File: src/tad_pkg.sv
package tad_pkg;
  // -----------------------------------------------------------------
  // timing
  // -----------------------------------------------------------------
  localparam int unsigned CLK_PERIOD_NS = 8;
  localparam int unsigned ROM_DELAY_NS  = 160;
  localparam int unsigned ROM_DELAY_CYC =
    (ROM_DELAY_NS + CLK_PERIOD_NS - 1) / CLK_PERIOD_NS;
  localparam int unsigned CPU_DIV       = 6;
  localparam int unsigned RX20_DIV      = 9;
  localparam int unsigned M2X_DIV       = 10;

  // -----------------------------------------------------------------
  // processor address map
  // -----------------------------------------------------------------
  localparam logic [1:0]  ROM_TAG       = 2'h3;
  localparam logic [4:0]  IO_TAG        = 5'h08;
  localparam logic [4:0]  RAM_TAG       = 5'h00;
  localparam int unsigned ROM_TAG_LSB   = 14;
  localparam int unsigned BLK_TAG_LSB   = 11;
  localparam int unsigned SECT_LSB      = 8;
  localparam int unsigned RAM_AW        = 11;
  localparam int unsigned N_SECT        = 8;

  // -----------------------------------------------------------------
  // shared ram locations
  // -----------------------------------------------------------------
  localparam logic [6:0]  CSR_BASE_HI   = 7'h01;
  localparam logic [10:0] DMA_OUT_LO    = 11'h038;
  localparam logic [10:0] DMA_OUT_HI    = 11'h039;
  localparam logic [10:0] DMA_IN_LO     = 11'h03C;
  localparam logic [10:0] DMA_IN_HI     = 11'h03D;
  localparam logic [10:0] CSR_IE_ADDR   = 11'h010;
  localparam logic [2:0]  CSR_IE_WORD   = 3'h0;
  localparam int unsigned CSR_IE_BIT    = 6;

  // -----------------------------------------------------------------
  // host interrupt request section
  // -----------------------------------------------------------------
  localparam logic [2:0]  IRQ_SECT      = 3'h7;
  localparam int unsigned IRQ_A_BIT     = 0;
  localparam int unsigned IRQ_B_BIT     = 1;

  typedef enum logic [2:0] {
    ST_IDLE,
    ST_SYNC,
    ST_XFER,
    ST_DONE,
    ST_HOLD
  } csr_state_t;
endpackage

File: src/clk_div.sv
module clk_div #(
  parameter int unsigned DIVISOR = 2
) (
  // clock and reset
  input  wire logic i_clk,
  input  wire logic i_rstn,
  // count enable
  input  wire logic i_tick,
  // divided outputs
  output logic      o_tc,
  output logic      o_sq
);
  localparam int unsigned CW = $clog2(DIVISOR);

  typedef struct packed {
    logic [CW-1:0] cnt;
    logic          tc;
    logic          sq;
  } div_t;

  div_t s;
  div_t next_s;

  always_comb begin
    next_s    = s;
    next_s.tc = 1'b0;
    if (i_tick) begin
      if (s.cnt == CW'(DIVISOR - 1)) begin
        next_s.cnt = '0;
        next_s.tc  = 1'b1;
        next_s.sq  = ~s.sq;
      end else begin
        next_s.cnt = s.cnt + CW'(1);
      end
    end
  end

  always_ff @(posedge i_clk or negedge i_rstn) begin
    if (!i_rstn) begin
      s <= '0;
    end else begin
      s <= next_s;
    end
  end

  assign o_tc = s.tc;
  assign o_sq = s.sq;
endmodule

File: src/timing_decode.sv
module timing_decode (
  // clock and reset
  input  wire logic        i_clk,
  input  wire logic        i_rstn,
  // 20 MHz source, one-cycle pulse per source period
  input  wire logic        i_osc_tick,
  // embedded processor bus
  input  wire logic [15:0] i_cpu_addr,
  input  wire logic        i_cpu_rw,
  input  wire logic [7:0]  i_cpu_wdata,
  input  wire logic        i_cpu_sync,
  // host csr port
  input  wire logic        i_csr_req,
  input  wire logic [2:0]  i_csr_index,
  input  wire logic        i_csr_write,
  input  wire logic        i_csr_byte_lo,
  input  wire logic        i_csr_byte_hi,
  input  wire logic [15:0] i_csr_wdata,
  input  wire logic        i_irq_ack_a,
  input  wire logic        i_irq_ack_b,
  // ram data back
  input  wire logic [15:0] i_ram_rdata,
  // clocks
  output logic             o_cpu_phi1,
  output logic             o_cpu_phi2,
  output logic             o_rx20_clk,
  output logic             o_modem2x_clk,
  output logic             o_rom_strobe,
  // processor control
  output logic             o_cpu_halt,
  output logic             o_opcode_fetch,
  // block and io selects
  output logic             o_sel_rom,
  output logic             o_sel_io,
  output logic             o_sel_ram,
  output logic [7:0]       o_io_sect,
  // ram control
  output logic [10:0]      o_ram_addr,
  output logic             o_ram_en_even,
  output logic             o_ram_en_odd,
  output logic             o_ram_we,
  output logic [15:0]      o_ram_wdata,
  output logic             o_ram_wide,
  output logic             o_ram_cpu_off,
  // host csr answer
  output logic             o_csr_ack,
  output logic [15:0]      o_csr_rdata,
  // dma addresses
  output logic [15:0]      o_dma_in_addr,
  output logic [15:0]      o_dma_out_addr,
  // host interrupts
  output logic             o_irq_a,
  output logic             o_irq_b
);
  // ---------------------------------------------------------------
  // state
  // ---------------------------------------------------------------
  typedef struct packed {
    logic                                  sq_d;
    logic                                  phi1;
    logic                                  phi2;
    logic [tad_pkg::ROM_DELAY_CYC-1:0]     rom_dly;
    tad_pkg::csr_state_t                   st;
    logic                                  halt;
    logic                                  fetch;
    logic                                  sel_rom;
    logic                                  sel_io;
    logic                                  sel_ram;
    logic [tad_pkg::N_SECT-1:0]            sect;
    logic [tad_pkg::RAM_AW-1:0]            ram_addr;
    logic                                  en_even;
    logic                                  en_odd;
    logic                                  we;
    logic [15:0]                           wdata;
    logic                                  wide;
    logic                                  cpu_off;
    logic                                  ack;
    logic [15:0]                           rdata;
    logic [15:0]                           dma_in;
    logic [15:0]                           dma_out;
    logic                                  ie;
    logic                                  req_a;
    logic                                  req_b;
    logic                                  irq_a;
    logic                                  irq_b;
  } td_t;

  td_t  s;
  td_t  next_s;
  logic cpu_sq;
  logic rx20_tc;
  logic rx20_sq;
  logic m2x_sq;

  // ---------------------------------------------------------------
  // clock dividers
  // ---------------------------------------------------------------
  clk_div #(.DIVISOR(tad_pkg::CPU_DIV)) u_cpu_div (
    .i_clk  (i_clk),
    .i_rstn (i_rstn),
    .i_tick (i_osc_tick),
    .o_tc   (),
    .o_sq   (cpu_sq)
  );

  clk_div #(.DIVISOR(tad_pkg::RX20_DIV)) u_rx20_div (
    .i_clk  (i_clk),
    .i_rstn (i_rstn),
    .i_tick (i_osc_tick),
    .o_tc   (rx20_tc),
    .o_sq   (rx20_sq)
  );

  // five receive periods per half cycle of the 2x clock
  clk_div #(.DIVISOR(tad_pkg::M2X_DIV)) u_m2x_div (
    .i_clk  (i_clk),
    .i_rstn (i_rstn),
    .i_tick (rx20_tc),
    .o_tc   (),
    .o_sq   (m2x_sq)
  );

  // ---------------------------------------------------------------
  // next state
  // ---------------------------------------------------------------
  logic       wr_strobe;
  logic       cpu_ram;
  logic       cpu_io;
  logic       host_xfer;
  logic [2:0] cpu_sect;

  always_comb begin
    next_s    = s;
    cpu_sect  = i_cpu_addr[tad_pkg::SECT_LSB +: 3];
    cpu_ram   = i_cpu_addr[15:tad_pkg::BLK_TAG_LSB] == tad_pkg::RAM_TAG;
    cpu_io    = i_cpu_addr[15:tad_pkg::BLK_TAG_LSB] == tad_pkg::IO_TAG;
    host_xfer = s.st == tad_pkg::ST_XFER;

    // one idle clk cycle of gap at each edge keeps phases apart
    next_s.sq_d = cpu_sq;
    next_s.phi1 = ~cpu_sq & ~s.sq_d;
    next_s.phi2 = cpu_sq & s.sq_d;
    next_s.rom_dly = {s.rom_dly[tad_pkg::ROM_DELAY_CYC-2:0], s.phi2};

    // phase two except its last cycle: processor data is valid
    wr_strobe = s.phi2 & cpu_sq & ~s.halt & ~i_cpu_rw;

    // host csr sequencer
    unique case (s.st)
      tad_pkg::ST_IDLE: begin
        if (i_csr_req) begin
          next_s.st      = tad_pkg::ST_SYNC;
          next_s.halt    = 1'b1;
          next_s.cpu_off = 1'b1;
        end
      end
      tad_pkg::ST_SYNC: begin
        // wait for phase one so no processor transfer is cut short
        if (s.phi1) begin
          next_s.st = tad_pkg::ST_XFER;
        end
      end
      tad_pkg::ST_XFER: begin
        next_s.st = tad_pkg::ST_DONE;
      end
      tad_pkg::ST_DONE: begin
        next_s.rdata = i_ram_rdata;
        next_s.ack   = 1'b1;
        next_s.st    = tad_pkg::ST_HOLD;
      end
      tad_pkg::ST_HOLD: begin
        if (!i_csr_req) begin
          next_s.ack     = 1'b0;
          next_s.halt    = 1'b0;
          next_s.cpu_off = 1'b0;
          next_s.st      = tad_pkg::ST_IDLE;
        end
      end
    endcase

    // address steering and block decode
    if (next_s.st == tad_pkg::ST_XFER) begin
      // host owns the bus; 16-bit word built from even and odd bytes
      next_s.ram_addr = {tad_pkg::CSR_BASE_HI, i_csr_index, 1'b0};
      next_s.en_even  = i_csr_byte_lo | ~i_csr_write;
      next_s.en_odd   = i_csr_byte_hi | ~i_csr_write;
      next_s.we       = i_csr_write;
      next_s.wdata    = i_csr_wdata;
      next_s.wide     = 1'b1;
      next_s.sel_rom  = 1'b0;
      next_s.sel_io   = 1'b0;
      next_s.sel_ram  = 1'b1;
      next_s.sect     = '0;
    end else begin
      next_s.ram_addr = i_cpu_addr[tad_pkg::RAM_AW-1:0];
      next_s.sel_rom  = ~s.halt &
        (i_cpu_addr[15:tad_pkg::ROM_TAG_LSB] == tad_pkg::ROM_TAG);
      next_s.sel_io   = ~s.halt & cpu_io;
      next_s.sel_ram  = ~s.halt & cpu_ram;
      next_s.en_even  = ~s.halt & cpu_ram & ~i_cpu_addr[0];
      next_s.en_odd   = ~s.halt & cpu_ram & i_cpu_addr[0];
      next_s.we       = cpu_ram & wr_strobe;
      next_s.wdata    = {i_cpu_wdata, i_cpu_wdata};
      next_s.wide     = 1'b0;
      next_s.sect     = '0;
      if (!s.halt && cpu_io) begin
        next_s.sect[cpu_sect] = 1'b1;
      end
    end

    next_s.fetch = i_cpu_sync & ~s.halt;

    // dma address registers track writes to their ram bytes
    if (wr_strobe && cpu_ram) begin
      unique case (i_cpu_addr[tad_pkg::RAM_AW-1:0])
        tad_pkg::DMA_OUT_LO: next_s.dma_out[7:0]  = i_cpu_wdata;
        tad_pkg::DMA_OUT_HI: next_s.dma_out[15:8] = i_cpu_wdata;
        tad_pkg::DMA_IN_LO:  next_s.dma_in[7:0]   = i_cpu_wdata;
        tad_pkg::DMA_IN_HI:  next_s.dma_in[15:8]  = i_cpu_wdata;
        tad_pkg::CSR_IE_ADDR: next_s.ie = i_cpu_wdata[tad_pkg::CSR_IE_BIT];
        default: ;
      endcase
    end

    // host interrupt enable follows the host's own csr write
    if (host_xfer && i_csr_write && i_csr_byte_lo &&
        i_csr_index == tad_pkg::CSR_IE_WORD) begin
      next_s.ie = i_csr_wdata[tad_pkg::CSR_IE_BIT];
    end

    // request bits: acknowledge clears, a new request in the same cycle wins
    if (i_irq_ack_a) begin
      next_s.req_a = 1'b0;
    end
    if (i_irq_ack_b) begin
      next_s.req_b = 1'b0;
    end
    if (wr_strobe && cpu_io && cpu_sect == tad_pkg::IRQ_SECT) begin
      if (i_cpu_wdata[tad_pkg::IRQ_A_BIT]) begin
        next_s.req_a = 1'b1;
      end
      if (i_cpu_wdata[tad_pkg::IRQ_B_BIT]) begin
        next_s.req_b = 1'b1;
      end
    end
    next_s.irq_a = s.req_a & s.ie;
    next_s.irq_b = s.req_b & s.ie;
  end

  // ---------------------------------------------------------------
  // registers
  // ---------------------------------------------------------------
  always_ff @(posedge i_clk or negedge i_rstn) begin
    if (!i_rstn) begin
      s    <= '0;
      s.st <= tad_pkg::ST_IDLE;
    end else begin
      s <= next_s;
    end
  end

  // ---------------------------------------------------------------
  // outputs
  // ---------------------------------------------------------------
  assign o_cpu_phi1     = s.phi1;
  assign o_cpu_phi2     = s.phi2;
  assign o_rx20_clk     = rx20_sq;
  assign o_modem2x_clk  = m2x_sq;
  assign o_rom_strobe   = s.rom_dly[tad_pkg::ROM_DELAY_CYC-1];
  assign o_cpu_halt     = s.halt;
  assign o_opcode_fetch = s.fetch;
  assign o_sel_rom      = s.sel_rom;
  assign o_sel_io       = s.sel_io;
  assign o_sel_ram      = s.sel_ram;
  assign o_io_sect      = s.sect;
  assign o_ram_addr     = s.ram_addr;
  assign o_ram_en_even  = s.en_even;
  assign o_ram_en_odd   = s.en_odd;
  assign o_ram_we       = s.we;
  assign o_ram_wdata    = s.wdata;
  assign o_ram_wide     = s.wide;
  assign o_ram_cpu_off  = s.cpu_off;
  assign o_csr_ack      = s.ack;
  assign o_csr_rdata    = s.rdata;
  assign o_dma_in_addr  = s.dma_in;
  assign o_dma_out_addr = s.dma_out;
  assign o_irq_a        = s.irq_a;
  assign o_irq_b        = s.irq_b;
endmodule

File: config.mk
export PLATFORM = sky130hd
export DESIGN_NAME = timing_decode
export DESIGN_NICKNAME = d
export VERILOG_FILES = /design/src/tad_pkg.sv /design/src/clk_div.sv /design/src/timing_decode.sv
export SDC_FILE = /design/constraint.sdc
export NUM_CORES = 1
export LEC_CHECK = 0
export ABC_AREA = 1
export BUFFER_PORTS_ARGS = -buffer_cell sky130_fd_sc_hd__buf_2
export CORE_ASPECT_RATIO = 0.75
export CORE_UTILIZATION = 54
export CTS_BUF_LIST = sky130_fd_sc_hd__clkbuf_4 sky130_fd_sc_hd__clkbuf_8
export DETAILED_ROUTE_END_ITERATION = 10
export PLACE_DENSITY = 0.94
export RECOVER_POWER = 100
export SETUP_SLACK_MARGIN = 0.3
export SLEW_MARGIN = 30
export SYNTH_ARGS = -nofsm -noshare
export SYNTH_HDL_FRONTEND = slang
export SYNTH_SLANG_ARGS = --single-unit
File: constraint.sdc
create_clock -name i_clk -period 1.5 [get_ports i_clk]
set_clock_uncertainty 0.15 [all_clocks]
set_input_delay 0.15 -clock i_clk [delete_from_list [all_inputs] [get_ports i_clk]]
set_output_delay 0.15 -clock i_clk [all_outputs]
set_load 0.005 [all_outputs]
======== Word level (Yosys, flattened, before mapping) ========
Index checks and enable logic that the tools add are counted.
storage, ports and cells
  output and inout port bits .............. 101
  bits of input ports ..................... 70
  flip-flop bits (word level) ............. 140
cells by class
  multiplexer cells ....................... 26
  $lt $le $gt $ge ......................... 2
  equal/unequal tests ..................... 18
  add/subtract/negate cells ............... 3
  bitwise logic cells ..................... 24
  reductions and logical operators ........ 26
operators with widths
  cell                 count
  $eq 11x6->1 const B  4
  $mux 42              1
  $reduce_and 2->1     9
  $mux 4               4
  $pmux 3 s5           1
  $and 1x1->1          14
  $eq 11x5->1 const B  1
  $eq 3x2->1 const B   3
  $eq 3x3->1 const B   3
  $mux 1               9
  $add 4x1->4 const B  2
  $eq 4x4->1 const B   2
  $logic_and 1x1->1    8
  $mux 2               4
  $mux 8               1
  $not 1->1            8
  $reduce_bool 2->1    4
  $logic_not 3->1      2
  $mux 3               2
  $pmux 1 s2           3
  $eq 5x4->1 const B   1
  $logic_not 5->1      1
  $lt 3x4->1 const B   1
  $ne 2x2->1 const B   2
  8 further kinds      9

======== Logic depth before layout (Yosys ltp) ========
  depth in word-level cells ............... 6
  mapped depth ............................ 8
  gate-level depth less buffers ........... 8

======== By module ========
From an unflattened synthesis, not the netlist that was laid out.
second synthesis, totals
  cell total of the unflattened synthesis .. 644
  area total of the unflattened synthesis .. 6037.0 µm²
modules (own cells, without submodules)
  module                times used  seq. area each (µm²)  cells an instance  area each (µm²)
  timing_decode         1           3128.0                558                5280.1
  clk_div (u_rx20_div)  1           150.1                 35                 291.5
  clk_div (u_m2x_div)   1           150.1                 28                 262.8
  clk_div (u_cpu_div)   1           125.1                 23                 202.7

======== Worst setup path after synthesis ========
Ideal clock, no wire load.
  path kind ............................... register to register
  start point ............................. register s[101] in the netlist's numbering
  end point ............................... register s (netlist bit o_csr_rdata[10])
  stages on the path, launching flop included .. 6
  slack ................................... 102 ps
  path buffers ............................ 1
  clock period less this slack ............ 1398 ps
  arrival ................................. 1131 ps
  cells stage by stage .................... dfrtp_1 -> nor3_4 -> inv_2 -> buf_2 -> nand2_1 -> nand2_1
on the way
  cells in the longest elaborated chain, start to end .. 1
ends and longest elaborated chain
  item                      RTL line              text
  start: declaration        timing_decode.sv:88   td_t s;
  start signal: assignment  timing_decode.sv:258  s <= next_s;
  $eq 3x2->1                timing_decode.sv:149  unique case (s.st)
No other way between the ends.
A chain may end at the register's enable or synchronous reset.

======== Final worst setup path ========
  start point ............................. register s (netlist bit o_cpu_phi2)
  end point ............................... register s (netlist bit o_dma_out_addr[0])
on the way
  cells in the longest elaborated chain, start to end .. 5
ends and longest elaborated chain
  item                        RTL line              text
  $and 1x1->1 (3 in series)   timing_decode.sv:146  wr_strobe = s.phi2 & cpu_sq & ~s.halt & ~i_cpu_rw;
  $logic_and 1x1->1           timing_decode.sv:214  if (wr_strobe && cpu_ram) begin
  $reduce_and 2->1 (no line)  -
No other way between the ends.

==> out/results.tsv <==
metric	value	unit
port_buffers	170	
cp.arrival	1950	ps
area_growth	54.2	%
synth-xor-area-share	0.885	%
cp.required	1720	ps
rrSetupSlack	-230	ps
num-nets-final	966	
drcViolationCount	0	
cts_made_buffers	17	
grt_pass1_vias	5405	
met3_usage	9.24	%
crit_family	simple AND/OR/NAND/NOR gates	
final_critical_path_setup_slack	-228	ps
dieArea	11400	µm²
synth_warnings	0	
grt-busiest-layer	met2	
fin_total_pwr	0.0134	W
antenna_found_initial	2	
cp_slowest_cell	dfrtp_1	
max-slew-margin-rel	45.9	%
worst_hold_slack	18.7	ps
cts_tree	yes	
drv_slew	0	
cp-endpoint	o_dma_out_addr[0]	
path_class	register to register	
grt_usage	31.5	%
viasPerCell	5.59	
yosys.area_share.adder	0.421	%
clk_pin_slew	80	ps
cts.path.max_buffers	2	
h-tree-depth	4	
crit_start	o_cpu_phi2	
cp.buffers_inverters	3	
final_cell_mix	buf_2, dfrtp_1, nand2_1, dlygate4sd3_1, buf_4	
synth-seq-cells	140	
core_area	10500	µm²
worst_path_most_repeated_cell	nand2_1	
pin_count	171	
worstPathCellList	nand2_1, nor3_2, nand2_2, buf_12, clkinv_8, buf_4, nand3_1, nand2_1	
overflow	0	
wirelength	22600	µm
die_h	92.8	µm
cts_sinks	140	
hpwl	9460	µm
fin_crit_sh	115	%
start_util	56.6	%
leakagePower	4.92	nW
synthCells	627	
ant_nets	0	
violations	setup timing	
r2r_end	o_dma_out_addr[0]	
finalSetupViolCount	73	
tns	-7400	ps
tightest_slew	811	ps
yosysSeqAreaShare	59.0	%
clk_latency	460	ps
die_w	123	µm
synth-simple-area-share	22.7	%
ff2ff_path_depth	8	
fp-row-count	32	
synth_nets	699	
dr_total_vias	5828	
post-route-min-period	1730	ps
dr.pass1.iters	5	
netlist_area	5940	µm²
ys_types	29	
drive_above_1_share	50.6	%
cp-start-kind	register	
outcome	finished with violations	
routedWlPerCell	21.7	µm
synth_top_family_by_area	simple AND/OR/NAND/NOR gates	
end_kind	register	
use_met2	52.5	%
cts-root-buf	clkbuf_8	
synth_compound_area_share	2.30	%
routabilityCongestion	0.904	
cp.depth	8	
hold_viol_final	0	
rsz0062_at_grt	yes	
grt_pass1_wl	26700	µm
slowest_delay	410	ps
critPathMaxFanout	8	
r2r-start	o_cpu_phi2	
synth_mux_area_share	0	%
drt_first_iter_violations	608	
power.density	1460	nW/µm²
fin_util	87.3	%
layout_commonest_cell	buf_2	
avgSynthCellArea	9.47	µm²
grt_max_degree	57	
maxCapViolations	0	
hold_class	input pin to register	
use_met1	36.9	%
vdd.ir_drop.worst	1090	µV
max_freq	579	MHz
## repair_timing
action | 4_1_cts | 5_1_grt
pin swaps | 14 | 41
buffers inserted | 38 | 36
resized for setup | 89 | 155
hold buffers | 69 | 1
setup endpoints to repair | 198 | 214
endpoints found under the hold margin | 244 | 6
cloned | 6 | 0
## power breakdown
part	switching, W	internal, W	total, W
logic	0.00250	0.00225	0.00474
registers	0.000577	0.00475	0.00533
clock network	0.00154	0.00176	0.00330
## flip-flops by register name (all words and copies together), names as in the netlist, 3 cells and up
| register | count |
|---|---|
| o_io_sect | 8 |
| u_rx20_div.s | 4 |
| o_dma_in_addr | 16 |
| o_csr_rdata | 16 |
| o_ram_addr | 11 |
| o_ram_wdata | 16 |
| u_cpu_div.s | 3 |
| u_m2x_div.s | 4 |
| next_s | 19 |
| o_dma_out_addr | 16 |
| s | 7 |
## cells in the mapped netlist, drive strengths merged
cell      n  area share [%]
inv      47             3.0
nor4      1            0.11
nor2     43             3.6
nand4     2            0.21
or2       1            0.11
buf      91              11
ha        2            0.42
nand3    44             4.0
o21ai    18             1.5
xor2      4            0.59
a21oi     8            0.67
xnor2     2            0.30
o22ai     1            0.11
nor3      8             1.0
clkinv    2            0.23
and2      1            0.11
nand2   212              14
dfrtp   140              59
## metal layers
layer	part of all wire (%)	wire [µm]	vias up
met5	0.053	12	-
met4	6.9	1570	2
met3	9.9	2250	173
met2	48	10900	453
met1	35	7840	2807
li1	-	-	2393
## cells by family after synthesis
| logic type | after synthesis |
|---|---|
| AND/OR/NAND/NOR | 312 |
| AO/OA/AOI/OAI | 27 |
| buffers and inverters | 140 |
| flip-flops | 140 |
| XOR/XNOR | 6 |
| adder cells (fa/ha/maj) | 2 |
## stage by stage
step | instances | cell area (µm²) | setup slack [ps]
floorplan | 627 | 5980 | 147
global placement | 861 | 6510 | 39.6
detailed placement | 861 | 6510 | -65.6
CTS | 1005 | 8350 | 33.4
global route | 1042 | 9160 | -264
finish | 1043 | 9160 | -228
## tightest hold or removal path, stage by stage
cell	delay, ps
buf_2	100
nor3_2	60
nand2_2	110
buf_4	130
o21ai_2	40
## layout make-up
| class | instances | area [µm²] |
|---|---|---|
| Timing Repair Buffer | 338 | 2600 |
| Inverter | 49 | 233 |
| Fill cell | 424 | 1330 |
| Multi-Input combinational cell | 347 | 2220 |
| Clock inverter | 11 | 143 |
| Antenna cell | 1 | 2.50 |
| Timing Repair inverter | 1 | 7.51 |
| Sequential cell | 140 | 3510 |
| Clock buffer | 20 | 275 |
| Tap cell | 136 | 170 |
## how the worst min path moves through the flow
stage	startpoint	endpoint	slack [ps]	cells after the start
after global placement	i_rstn	o_ram_wdata[0]	-180	1
after detailed placement	i_rstn	o_ram_wdata[0]	-180	1
after CTS	i_cpu_wdata[5]	o_dma_in_addr[13]	-130	3
after global routing	i_cpu_rw	o_ram_we	20	5
final	i_cpu_rw	o_ram_we	20	5
after floorplan	i_rstn	next_s[103]	-300	0
(Power assumes the default switching activity.)
